[src/rtl/rcl_pkg.sv]
// Package with register indices, field positions and reset values.
package rcl_pkg;
	// ==========================================================
	// Register indices (byte address is four times the index)
	localparam logic [7:0] IDX_DIV_LOW = 8'h10;
	localparam logic [7:0] IDX_RAMP_CTRL = 8'h3a;
	localparam logic [7:0] IDX_CMP_A_LOW = 8'h3c;
	localparam logic [7:0] IDX_CMP_A_MASK = 8'h40;
	localparam logic [7:0] IDX_CMP_B_LOW = 8'h41;
	localparam logic [7:0] IDX_CMP_B_MASK = 8'h45;
	localparam logic [7:0] IDX_SIGN_BITS = 8'h46;
	localparam logic [7:0] IDX_DEV_LOW = 8'h47;
	localparam logic [7:0] IDX_LIM_LOW_LOW = 8'h4b;
	localparam logic [7:0] IDX_LIM_HIGH_LOW = 8'h4f;
	localparam logic [7:0] IDX_COUNT_LOW = 8'h53;
	localparam logic [7:0] IDX_COUNT_CTRL = 8'h54;
	localparam logic [7:0] IDX_DEV_SELECT = 8'h56;
	localparam logic [7:0] IDX_STATUS = 8'h57;
	localparam logic [7:0] IDX_COUNT_VAL_LOW = 8'h58;
	localparam logic [7:0] IDX_COUNT_VAL_HIGH = 8'h59;
	localparam int CFG_FIRST = 8'h3c;
	localparam int CFG_LAST = 8'h54;
	// ==========================================================
	// Field positions
	localparam int SIGN_CMP_A = 0;
	localparam int SIGN_CMP_B = 1;
	localparam int SIGN_DEV = 2;
	localparam int SIGN_LIM_LOW = 3;
	localparam int SIGN_LIM_HIGH = 4;
	localparam int RAMP_EN_BIT = 0;
	localparam int COUNT_AUTO_BIT = 5;
	localparam int COUNT_SEL_LSB = 6;
	localparam int COUNT_TOP_MSB = 4;
	// ==========================================================
	// Reset values
	localparam logic [7:0] RST_BYTE = 8'h00;
	localparam logic [7:0] RST_LIM_HIGH_BYTE = 8'hff;
	// ==========================================================
	// Trigger source codes of the comparator levels
	localparam logic [3:0] TRIG_SRC_CMP_A = 4'h5;
	localparam logic [3:0] TRIG_SRC_CMP_B = 4'hd;
	// ==========================================================
	// Selector encodings
	typedef enum logic [1:0] {
		RCL_SEL_ALWAYS = 2'h0,
		RCL_SEL_TRIG_A = 2'h1,
		RCL_SEL_TRIG_B = 2'h2,
		RCL_SEL_TRIG_C = 2'h3
	} rcl_sel_t;
endpackage

[src/rtl/rcl_top.sv]
// Ramp comparators, deviation, accumulator limits and ramp counter.
//
// The APB slave port is this design's own decision.
`timescale 1ns/1ps
`default_nettype none
module rcl_top #(
	parameter int ADDR_W = 12,
	parameter int RAMPS = 8
) (
	// Clock and reset
	input wire logic sys_clk_in,
	input wire logic rst_n_in,
	// APB slave
	input wire logic psel_in,
	input wire logic penable_in,
	input wire logic pwrite_in,
	input wire logic [ADDR_W-1:0] paddr_in,
	input wire logic [31:0] pwdata_in,
	output logic [31:0] prdata_out,
	output logic pready_out,
	output logic pslverr_out,
	// Ramp sequencer side
	input wire logic [2:0] ramp_index_in,
	input wire logic ramp_transition_in,
	input wire logic ramp_tick_in,
	input wire logic signed [32:0] ramp_increment_in,
	input wire logic accum_clear_in,
	input wire logic trig_a_in,
	input wire logic trig_b_in,
	input wire logic trig_c_in,
	// Results
	output logic ramp_enable_out,
	output logic ramp_start_out,
	output logic counter_terminal_out,
	output logic signed [32:0] accum_out,
	output logic signed [32:0] deviated_out,
	output logic cmp_a_level_out,
	output logic cmp_b_level_out,
	output logic [3:0] cmp_a_src_code_out,
	output logic [3:0] cmp_b_src_code_out
);
	import rcl_pkg::*;

	if (RAMPS != 8 || ADDR_W < 10) begin : param_check
		$error("rcl_top: unsupported parameters");
	end

	// ==========================================================
	// Register storage
	logic [7:0] cfg_r [CFG_FIRST:CFG_LAST];
	logic [7:0] div_low_r;
	logic [1:0] dev_sel_r;
	logic ramp_en_r;
	logic ramp_en_prev_r;
	logic [12:0] count_r;
	logic signed [32:0] accum_r;
	logic signed [32:0] deviated_r;
	logic cmp_a_r;
	logic cmp_b_r;
	logic start_r;
	logic terminal_r;
	logic trig_a_prev_r;
	logic trig_b_prev_r;
	logic trig_c_prev_r;
	logic [31:0] prdata_r;
	logic pslverr_r;

	// Assembles a 33-bit signed value from a sign bit and four bytes.
	function automatic logic signed [32:0] wide33(input logic sgn,
			input int base);
		wide33 = {sgn, cfg_r[base+3], cfg_r[base+2], cfg_r[base+1],
			cfg_r[base]};
	endfunction

	// Picks a trigger level by a two-bit selector.
	function automatic logic pick_trig(input logic [1:0] sel,
			input logic lvl0, input logic a, input logic b, input logic c);
		case (sel)
			RCL_SEL_ALWAYS: pick_trig = lvl0;
			RCL_SEL_TRIG_A: pick_trig = a;
			RCL_SEL_TRIG_B: pick_trig = b;
			default: pick_trig = c;
		endcase
	endfunction

	logic [7:0] sign_bits;
	logic signed [32:0] cmp_a_thr;
	logic signed [32:0] cmp_b_thr;
	logic signed [32:0] dev_val;
	logic signed [32:0] lim_low;
	logic signed [32:0] lim_high;
	logic [12:0] count_top;
	logic count_auto;
	logic [1:0] count_sel;

	assign sign_bits = cfg_r[IDX_SIGN_BITS];
	assign cmp_a_thr = wide33(sign_bits[SIGN_CMP_A], IDX_CMP_A_LOW);
	assign cmp_b_thr = wide33(sign_bits[SIGN_CMP_B], IDX_CMP_B_LOW);
	assign dev_val = wide33(sign_bits[SIGN_DEV], IDX_DEV_LOW);
	assign lim_low = wide33(sign_bits[SIGN_LIM_LOW], IDX_LIM_LOW_LOW);
	assign lim_high = wide33(sign_bits[SIGN_LIM_HIGH], IDX_LIM_HIGH_LOW);
	assign count_top = {cfg_r[IDX_COUNT_CTRL][COUNT_TOP_MSB:0],
		cfg_r[IDX_COUNT_LOW]};
	assign count_auto = cfg_r[IDX_COUNT_CTRL][COUNT_AUTO_BIT];
	assign count_sel = cfg_r[IDX_COUNT_CTRL][COUNT_SEL_LSB+1:COUNT_SEL_LSB];

	// ==========================================================
	// APB decode
	logic [7:0] idx;
	logic setup_ph;
	logic wr_en;
	logic idx_in_cfg;
	logic mapped;

	assign idx = paddr_in[9:2];
	assign setup_ph = psel_in && !penable_in;
	assign wr_en = psel_in && penable_in && pwrite_in && !pslverr_r;
	assign idx_in_cfg = (32'(idx) >= CFG_FIRST) && (32'(idx) <= CFG_LAST);
	assign mapped = (paddr_in[1:0] == 2'h0) &&
		(paddr_in[ADDR_W-1:10] == '0) &&
		(idx_in_cfg || idx == IDX_DIV_LOW || idx == IDX_RAMP_CTRL ||
		idx == IDX_DEV_SELECT || idx == IDX_STATUS ||
		idx == IDX_COUNT_VAL_LOW || idx == IDX_COUNT_VAL_HIGH);

	logic [31:0] rd_mux;
	always_comb begin
		rd_mux = 32'h0;
		if (idx_in_cfg) begin
			rd_mux = {24'h0, cfg_r[idx]};
		end else begin
			case (idx)
				IDX_DIV_LOW: rd_mux = {24'h0, div_low_r};
				IDX_RAMP_CTRL: rd_mux = {31'h0, ramp_en_r};
				IDX_DEV_SELECT: rd_mux = {30'h0, dev_sel_r};
				IDX_STATUS: rd_mux = {28'h0, deviated_r != accum_r,
					cmp_b_r, cmp_a_r, ramp_en_r};
				IDX_COUNT_VAL_LOW: rd_mux = {24'h0, count_r[7:0]};
				IDX_COUNT_VAL_HIGH: rd_mux = {27'h0, count_r[12:8]};
				default: rd_mux = 32'h0;
			endcase
		end
	end

	// Read data and error are captured in setup; access completes at once.
	always_ff @(posedge sys_clk_in) begin
		if (!rst_n_in) begin
			prdata_r <= 32'h0;
			pslverr_r <= 1'b0;
		end else if (setup_ph) begin
			prdata_r <= mapped ? rd_mux : 32'h0;
			pslverr_r <= !mapped;
		end
	end

	assign prdata_out = prdata_r;
	assign pslverr_out = pslverr_r && psel_in && penable_in;
	assign pready_out = 1'b1;

	// Configuration bytes; the high limit comes out of reset at its maximum.
	always_ff @(posedge sys_clk_in) begin
		if (!rst_n_in) begin
			for (int i = CFG_FIRST; i <= CFG_LAST; i++) begin
				cfg_r[i] <= (i >= IDX_LIM_HIGH_LOW && i < IDX_COUNT_LOW) ?
					RST_LIM_HIGH_BYTE : RST_BYTE;
			end
		end else if (wr_en && idx_in_cfg) begin
			cfg_r[idx] <= pwdata_in[7:0];
		end
	end

	always_ff @(posedge sys_clk_in) begin
		if (!rst_n_in) begin
			div_low_r <= RST_BYTE;
			dev_sel_r <= RCL_SEL_ALWAYS;
		end else if (wr_en) begin
			if (idx == IDX_DIV_LOW) begin
				div_low_r <= pwdata_in[7:0];
			end
			if (idx == IDX_DEV_SELECT) begin
				dev_sel_r <= pwdata_in[1:0];
			end
		end
	end

	// ==========================================================
	// Ramp enable and ramp counter
	logic trig_a_rise;
	logic trig_b_rise;
	logic trig_c_rise;
	logic count_event;
	logic count_hit;
	logic en_write;

	assign trig_a_rise = trig_a_in && !trig_a_prev_r;
	assign trig_b_rise = trig_b_in && !trig_b_prev_r;
	assign trig_c_rise = trig_c_in && !trig_c_prev_r;
	assign count_event = ramp_en_r && pick_trig(count_sel,
		ramp_transition_in, trig_a_rise, trig_b_rise, trig_c_rise);
	assign count_hit = count_event && (count_top != 13'h0) &&
		(count_r + 13'h1 == count_top);
	assign en_write = wr_en && idx == IDX_RAMP_CTRL;

	always_ff @(posedge sys_clk_in) begin
		if (!rst_n_in) begin
			trig_a_prev_r <= 1'b0;
			trig_b_prev_r <= 1'b0;
			trig_c_prev_r <= 1'b0;
			ramp_en_prev_r <= 1'b0;
		end else begin
			trig_a_prev_r <= trig_a_in;
			trig_b_prev_r <= trig_b_in;
			trig_c_prev_r <= trig_c_in;
			ramp_en_prev_r <= ramp_en_r;
		end
	end

	// A software write in the same cycle wins over the automatic clear.
	always_ff @(posedge sys_clk_in) begin
		if (!rst_n_in) begin
			ramp_en_r <= 1'b0;
		end else if (en_write) begin
			ramp_en_r <= pwdata_in[RAMP_EN_BIT];
		end else if (count_hit && count_auto) begin
			ramp_en_r <= 1'b0;
		end
	end

	always_ff @(posedge sys_clk_in) begin
		if (!rst_n_in) begin
			count_r <= 13'h0;
			terminal_r <= 1'b0;
		end else begin
			terminal_r <= count_hit;
			if (ramp_en_r && !ramp_en_prev_r) begin
				count_r <= 13'h0;
			end else if (count_hit) begin
				count_r <= 13'h0;
			end else if (count_event && count_top != 13'h0) begin
				count_r <= count_r + 13'h1;
			end
		end
	end

	always_ff @(posedge sys_clk_in) begin
		if (!rst_n_in) begin
			start_r <= 1'b0;
		end else begin
			start_r <= wr_en && idx == IDX_DIV_LOW && ramp_en_r;
		end
	end

	// ==========================================================
	// Accumulator with saturating limits, then deviation
	logic signed [33:0] sum_wide;
	logic signed [32:0] sum_limited;
	logic dev_active;

	assign sum_wide = 34'(accum_r) + 34'(ramp_increment_in);
	always_comb begin
		sum_limited = sum_wide[32:0];
		if (sum_wide > 34'(lim_high)) begin
			sum_limited = lim_high;
		end else if (sum_wide < 34'(lim_low)) begin
			sum_limited = lim_low;
		end
	end

	assign dev_active = pick_trig(dev_sel_r, 1'b1, trig_a_in, trig_b_in,
		trig_c_in);

	always_ff @(posedge sys_clk_in) begin
		if (!rst_n_in) begin
			accum_r <= 33'h0;
		end else if (accum_clear_in) begin
			accum_r <= 33'h0;
		end else if (ramp_tick_in) begin
			accum_r <= sum_limited;
		end
	end

	// The offset is added after limiting, so this output may pass the limits.
	always_ff @(posedge sys_clk_in) begin
		if (!rst_n_in) begin
			deviated_r <= 33'h0;
		end else begin
			deviated_r <= dev_active ? accum_r + dev_val : accum_r;
		end
	end

	// ==========================================================
	// Comparators
	always_ff @(posedge sys_clk_in) begin
		if (!rst_n_in) begin
			cmp_a_r <= 1'b0;
			cmp_b_r <= 1'b0;
		end else begin
			cmp_a_r <= cfg_r[IDX_CMP_A_MASK][ramp_index_in] &&
				(accum_r >= cmp_a_thr);
			cmp_b_r <= cfg_r[IDX_CMP_B_MASK][ramp_index_in] &&
				(accum_r >= cmp_b_thr);
		end
	end

	assign ramp_enable_out = ramp_en_r;
	assign ramp_start_out = start_r;
	assign counter_terminal_out = terminal_r;
	assign accum_out = accum_r;
	assign deviated_out = deviated_r;
	assign cmp_a_level_out = cmp_a_r;
	assign cmp_b_level_out = cmp_b_r;
	assign cmp_a_src_code_out = TRIG_SRC_CMP_A;
	assign cmp_b_src_code_out = TRIG_SRC_CMP_B;
endmodule
`default_nettype wire

[config.mk]
export PLATFORM = sky130hd
export DESIGN_NAME = rcl_top
export DESIGN_NICKNAME = d
export VERILOG_FILES = /design/src/rtl/rcl_pkg.sv /design/src/rtl/rcl_top.sv
export SDC_FILE = /design/constraint.sdc
export NUM_CORES = 1
export LEC_CHECK = 0
export ABC_AREA = 0
export BUFFER_PORTS_ARGS = -buffer_cell sky130_fd_sc_hd__buf_2
export CORE_UTILIZATION = 54
export CTS_BUF_LIST = sky130_fd_sc_hd__clkbuf_4 sky130_fd_sc_hd__clkbuf_8
export DETAILED_ROUTE_END_ITERATION = 8
export PLACE_DENSITY = 0.75
export RECOVER_POWER = 25
export SYNTH_ARGS = -nofsm -noshare
export SYNTH_HDL_FRONTEND = slang
export SYNTH_SLANG_ARGS = --single-unit
[constraint.sdc]
create_clock -name sys_clk_in -period 5.9 [get_ports sys_clk_in]
set_input_delay 0 -clock sys_clk_in [delete_from_list [all_inputs] [get_ports sys_clk_in]]
set_output_delay 0 -clock sys_clk_in [all_outputs]
set_load 0.03 [all_outputs]
==> results.sh, run 1 <==
export IMPL_run_status="complete, but fails checks"
export IMPL_violations="max-capacitance violations, max-slew violations"
export IMPL_synth_seq_area_share_pct=52.0
export IMPL_cp_common_cell="buf_4"
export IMPL_cp_start_kind="flip-flop"
export IMPL_fmaxAchievable_ghz=0.175
export IMPL_tns_ns=0
export IMPL_rr_startpoint="accum_out[1]$_SDFFE_PP0P_"
export IMPL_critPathBufInv=4
export IMPL_cts_made_buffers=102
export IMPL_finalSetupViolations=0
export IMPL_min_period_over_period_pct=96.7
export IMPL_die_area_um2=63400
export IMPL_stdcell_count=4335
export IMPL_layout_commonest_cell="edfxtp_1"
export IMPL_hold_violations=0
export IMPL_initial_core_util_pct=54.6
export IMPL_nNetsFinal=3706
export IMPL_yosysTopAreaCell="edfxtp_1"
export IMPL_tightest_slew_ns=3.36
export IMPL_die_y_um=252
export IMPL_hpwl_mm=72.3
export IMPL_io_buffers=146
export IMPL_routabilityCongestion=0.975
export IMPL_cap_violations=6
export IMPL_grt_overflow_total=0
export IMPL_min_period_ns=5.71
export IMPL_crit_fanout=12
export IMPL_routed_wl_mm=104
export IMPL_area_delta_synth_final_pct=16.0
export IMPL_worst_hold_path_endpoint="accum_out[18]$_SDFFE_PP0P_"
export IMPL_yosysUniqueCellTypes=99
export IMPL_cp_slowest_cell="dlygate4sd3_1"
export IMPL_dr_first_iter_drc_count=2962
export IMPL_powerDensity_nw_per_um2=288
export IMPL_vias_per_cell=5.92
export IMPL_timing_reg2reg_setup_slack_ns=0.19
export IMPL_antenna_found_initial=4
export IMPL_grt_max_degree=73
export IMPL_crit_required_ns=6.54
export IMPL_min_path_type="in2reg"
export IMPL_rows=91
export IMPL_wire_per_inst_um=24.0
export IMPL_ys_dominant_reg_cell="edfxtp_1"
export IMPL_path_delay_family="compound AO/OA/AOI/OAI gates"
export IMPL_cts_num_sinks=619
export IMPL_drc=0
export IMPL_ios=204
export IMPL_r2r_end="accum_out[25]$_SDFFE_PP0P_"
export IMPL_grt_pass1_vias=25100
export IMPL_crit_type="reg2reg"
export IMPL_cts_root_buffer="clkbuf_8"
export IMPL_ys_seq_elements=619
export IMPL_clockBufferDepth=3
export IMPL_final_cell_mix="512 x edfxtp_1, 345 x conb_1, 199 x ha_1, 181 x a21oi_1, 176 x nand2_1"
export IMPL_clock_latency_ns=0.73
export IMPL_slew_headroom_pct=-124
export IMPL_cp_slowest_stage_delay_ns=0.61
export IMPL_clkTransAtPathRegs_ns=0.07
export IMPL_ant_nets=0
export IMPL_ir_worst_vdd_mv=0.212
export IMPL_cts_htree_levels=3
export IMPL_ys_warnings_count=0
export IMPL_dr_pass1_iters=6
export IMPL_p_leak_nw=16.1
export IMPL_cts_tree="done"
export IMPL_synthArstFlopShare_pct=0
export IMPL_slew_viol_final=398
export IMPL_syn_cell_area_um2=33700
export IMPL_skew_ns=0.0348
export IMPL_worstSetupEndpointType="flip-flop"
export IMPL_whs_path_depth=5
export IMPL_postSynthCellCount=2865
export IMPL_avgSynthCellArea_um2=11.8
export IMPL_dieWidth_um=252
export IMPL_coreArea_um2=61700
export IMPL_layout_drive_gt1_share_pct=15.4
export IMPL_arrival_ns=6.35
export IMPL_track_usage_pct=32.9
export IMPL_hp_start="ramp_increment_in[18]"
export IMPL_synthTopCellsByArea="edfxtp_1 46%, ha_1 7.4%, dfxtp_1 6.4%"
export IMPL_reg2reg_depth=21
export IMPL_vias=25700
export IMPL_grt_first_pass_wirelength_mm=153
export IMPL_rsz0062_at_grt="no"
export IMPL_path_cells="buf_4 > fa_1 > a211o_1 > a21oi_1 > nor4b_1 > nor2_1 > a311oi_1 > a221oi_1 > xnor2_1 > ha_1 > nand4_1 > nor4_1 > buf_4 > nand3_1 > o21a_1 > and4_1 > o211ai_1 > buf_4 > o221ai_1 > dlygate4sd3_1 > a21oi_1"
export IMPL_netlist_area_leader_share_pct=45.6
export IMPL_synth_edf_count=512
export IMPL_dp_cells=4093
## stage by stage
stage                     power (mW)  hold slack (ns)  cell area [um^2]  setup WS, ns  util [%]
after floorplan                 6.64           0.0989             35000          1.02         -
after global placement          7.33            0.233             36400         0.577      59.1
after detailed placement        7.40            0.250             36400         0.490      59.1
after CTS                       11.3           0.0126             39100        0.0470      63.3
after global routing            11.7           0.0646             39100       0.00542      63.3
final                           11.3           0.0465             39100         0.194      63.3
## cell type report
cell class / count / area [um^2]
inverter: 166 / 623
clock buffer: 146 / 1800
fill: 4903 / 22600
tap: 837 / 1050
sequential: 619 / 17500
antenna: 1 / 2.50
timing repair buffer: 268 / 1790
clock inverter: 41 / 293
multi-input combinational: 2257 / 16000
## flip-flops by register name, indices dropped and copies added, names as in the netlist, 2 cells and up
name / flops
deviated_out: 33
cfg_r: 512
dev_sel_r: 2
accum_out: 33
div_low_r: 8
count_r: 13
prdata_out: 8
## repair_timing
action,in CTS,in global routing
endpoints found under the setup margin,0,2
resized for setup,0,6
hold buffers,53,0
buffers inserted,0,1
hold endpoints to repair,360,0
## cells in the mapped netlist (all sizes together), types with 7 or more instances
cell / n
a211oi: 27
a21o: 44
a21oi: 183
a221oi: 16
a22oi: 41
a31oi: 9
and2: 172
and3: 26
and4: 7
buf: 85
clkbuf: 80
dfxtp: 107
edfxtp: 512
ha: 199
inv: 165
mux2: 35
mux2i: 50
mux4: 87
nand2: 177
nand2b: 29
nand3: 56
nand4: 36
nor2: 144
nor2b: 22
nor3: 31
nor4: 12
o211ai: 22
o21a: 24
o21ai: 144
o21bai: 8
o221ai: 35
o22ai: 25
o31ai: 9
or2: 15
or3: 33
xnor2: 71
xor2: 45
## worst min-delay path: cells and delay by family
family | cells | cell delay (ns)
fa+ha+maj | 1 | 0.25
compound gates | 2 | 0.20
xor+xnor | 1 | 0.18
buf+inv | 1 | 0.08
## worst max-delay path by stage
stage                                    start                    endpoint  depth (start not counted)
global route         accum_out[1]$_SDFFE_PP0P_  accum_out[25]$_SDFFE_PP0P_                         23
global placement    accum_out[14]$_SDFFE_PP0P_  accum_out[13]$_SDFFE_PP0P_                         21
CTS                 accum_out[14]$_SDFFE_PP0P_  accum_out[26]$_SDFFE_PP0P_                         21
finish               accum_out[1]$_SDFFE_PP0P_  accum_out[25]$_SDFFE_PP0P_                         21
floorplan           accum_out[18]$_SDFFE_PP0P_  accum_out[31]$_SDFFE_PP0P_                         22
detailed placement  accum_out[14]$_SDFFE_PP0P_   accum_out[3]$_SDFFE_PP0P_                         21
## cells by family (layout without fill, tap and decap cells)
kind of cell / count (synthesis) / in the layout / synth area share [%]
AO/OA/AOI/OAI: 643 / 643 / 12.4
XOR/XNOR: 116 / 116 / 3.01
adder cells (fa/ha/maj): 201 / 201 / 7.51
buffers and inverters: 332 / 621 / 4.47
flip-flops: 619 / 619 / 52.0
multiplexers: 172 / 172 / 8.47
other: 2 / 346 / 0.0223
AND/OR/NAND/NOR: 780 / 780 / 12.2
## report_power, final
group | leakage [nW] | total [mW] | internal [mW] | switching, mW
combinational | 9.09 | 2.27 | 0.802 | 1.46
clock | 1.11 | 3.85 | 2.07 | 1.78
sequential | 5.89 | 5.15 | 5.02 | 0.126
## layer usage
metal / vias to the layer above / wire length (um) / global-route usage, % / share of wire (%)
met1: 12400 / 39000 / 41.4 / 37
met5: - / 31 / 0 / 0.030
met2: 1400 / 48500 / 53.2 / 47
met3: 328 / 9880 / 6.15 / 9.5
li1: 11500 / - / - / -
met4: 6 / 6670 / 19.2 / 6.4
(Power assumes the default switching activity.)
==> run 2, diff against run 1 <==
==> constraint.sdc (replaced) <==
create_clock -name sys_clk_in -period 5.9 [get_ports sys_clk_in]
set_input_delay 1.475 -clock sys_clk_in [delete_from_list [all_inputs] [get_ports sys_clk_in]]
set_output_delay 1.475 -clock sys_clk_in [all_outputs]
set_load 0.03 [all_outputs]
==> run 2 against run 1 <==
Effect of this change: the flow still finishes with violations (max-capacitance violations, max-slew violations); global-route usage up 1.2 points; final cell count increased by 1.6%; via count increased by 0.96%; worst hold slack better by 0.41 ns; sequential share of layout area decreased by 0.49 points; flip-flop and latch count stayed put; design area up 1.1%; clock skew grew 0.017 ns; clock power increased by 2%.
==> results.sh, run 2 (synthesis gave the netlist of run 1 again) <==
export IMPL_run_status="complete, but fails checks"
export IMPL_violations="max-capacitance violations, max-slew violations"
export IMPL_p_leak_nw=16.5
export IMPL_top_register="cfg_r"
export IMPL_dieWidth_um=252
export IMPL_vias=25900
export IMPL_powerDensity_nw_per_um2=290
export IMPL_cts_tree="done"
export IMPL_track_usage_pct=34.1
export IMPL_dr_first_iter_drc_count=2665
export IMPL_grt_most_used_layer="met2"
export IMPL_grt_use_met2_pct=54.1
export IMPL_cts_root_buffer="clkbuf_8"
export IMPL_crit_type="in2reg"
export IMPL_fmaxAchievable_ghz=0.177
export IMPL_cts_made_buffers=102
export IMPL_p_total_mw=11.5
export IMPL_ir_worst_vdd_mv=0.276
export IMPL_hpwl_mm=77.0
export IMPL_cts_hold_buf=0
export IMPL_grt_pass1_vias=25200
export IMPL_hold_violations=0
export IMPL_crit_fanout=6
export IMPL_crit_required_ns=6.59
export IMPL_slew_headroom_pct=-127
export IMPL_layout_drive_gt1_share_pct=18.5
export IMPL_met3_usage_pct=6.13
export IMPL_coreArea_um2=61700
export IMPL_slew_viol_final=358
export IMPL_cts_num_sinks=619
export IMPL_tightest_slew_ns=3.40
export IMPL_rows=91
export IMPL_io_buffers=146
export IMPL_nNetsFinal=3774
export IMPL_grt_use_met1_pct=44.6
export IMPL_grt_max_degree=70
export IMPL_min_period_over_period_pct=95.6
export IMPL_num_fill_cells=4863
export IMPL_ios=204
export IMPL_clkTransAtPathRegs_ns=0.06
export IMPL_antenna_found_initial=5
export IMPL_clock_latency_ns=0.76
export IMPL_wire_per_inst_um=24.6
export IMPL_preCtsSetupSlack_ns=-0.643
export IMPL_min_path_type="reg2reg"
export IMPL_cp_start_kind="primary input"
export IMPL_grt_first_pass_wirelength_mm=157
export IMPL_min_period_ns=5.64
export IMPL_largest_reg_flops=512
export IMPL_routed_wl_mm=108
export IMPL_cap_violations=7
export IMPL_die_area_um2=63400
export IMPL_dr_pass1_iters=5
export IMPL_final_cell_mix="512 x edfxtp_1, 345 x conb_1, 199 x ha_1, 181 x a21oi_1, 179 x buf_4"
export IMPL_routabilityCongestion=0.951
export IMPL_grt_overflow_total=0
export IMPL_area_delta_synth_final_pct=17.2
export IMPL_layout_commonest_cell="edfxtp_1"
export IMPL_worstSetupEndpointType="flip-flop"
export IMPL_ant_nets=0
export IMPL_die_y_um=252
export IMPL_finalSetupViolations=0
export IMPL_drc=0
export IMPL_clockBufferDepth=3
export IMPL_fin_util_pct=64.0
export IMPL_skew_ns=0.0523
export IMPL_initial_core_util_pct=54.6
export IMPL_hold_ws_ns=0.457
export IMPL_arrival_ns=6.33
export IMPL_vias_per_cell=5.88
export IMPL_timing_final_ws_setup_ns=0.259
export IMPL_cts_htree_levels=3
==> run 2: changes by cell type in the layout (fill, tap and decap cells not counted), moves of 3 or more <==
cell	delta
buf_2	-3
clkbuf_8	-6
clkinv_2	+6
buf_4	+117
dlygate4sd3_1	-53
buf_12	+4
==> run 2: stage by stage <==
stage                     TNS (ns)  cell area (um^2)  instances
after CTS                        0             39500       4396
final                            0             39500       4403
after global placement      -13.79             37400       4211
after detailed placement    -18.07             37400       4211
after floorplan                  0             35000       3208
after global routing       -0.0668             39500       4402
==> run 2: repair_timing <==
| item | CTS | global route |
|---|---|---|
| setup endpoints to repair | 0 | 33 |
| resized for setup | 0 | 3 |
| buffers inserted | 0 | 3 |
==> run 2: worst paths after layout <==
check                             start                         end  slack, ns  cells past startpoint
max reg2reg  accum_out[16]$_SDFFE_PP0P_  accum_out[32]$_SDFFE_PP0P_       0.77                     24
max                ramp_increment_in[1]  accum_out[32]$_SDFFE_PP0P_       0.26                     24
min          prdata_out[7]$_SDFFE_PN0P_  prdata_out[7]$_SDFFE_PN0P_       0.46                      2
min reg2reg  prdata_out[7]$_SDFFE_PN0P_  prdata_out[7]$_SDFFE_PN0P_       0.46                      2
==> run 2: final cells by class <==
class                           count  area (um^2)  share of cell area, %
Antenna cell                        3         7.51                 0.0190
Clock buffer                      138         1710                   4.32
Clock inverter                     47          392                  0.991
Inverter                          166          623                   1.58
Multi-Input combinational cell   2257        16000                   40.5
Sequential cell                   619        17500                   44.3
Tap cell                          837         1050                   2.65
Timing Repair Buffer              336         2220                   5.62
==> run 2: routing by layer <==
metal  share of wire (%)  up-vias
met1                  39    12600
met5               0.027        -
met4                 6.1        4
met3                 9.0      319
met2                  46     1343
li1                    -    11600
==> run 2: worst max-delay path, cell delays in order <==
cell             delay [ns]
buf_2                  0.11
ha_1                   0.32
a211oi_2               0.25
o211ai_1               0.16
nand2_1                0.14
o211ai_1               0.23
a2111oi_2              0.47
nor3_1                 0.15
a311oi_2               0.33
nor3b_1                0.08
a211oi_1               0.20
buf_4                  0.17
ha_1                   0.14
nand4_1                0.17
nor4_2                 0.26
buf_4                  0.18
nand3_1                0.09
o21a_1                 0.23
and4_1                 0.20
o211ai_1               0.18
buf_4                  0.16
clkdlybuf4s15_2        0.29
o221a_2                0.20
o211a_1                0.14
==> run 2: where the power goes <==
group          switching [mW]  internal, mW  leakage, nW
clock                    1.83          2.08         1.12
combinational            1.50         0.896         9.46
sequential              0.136          5.02         5.89
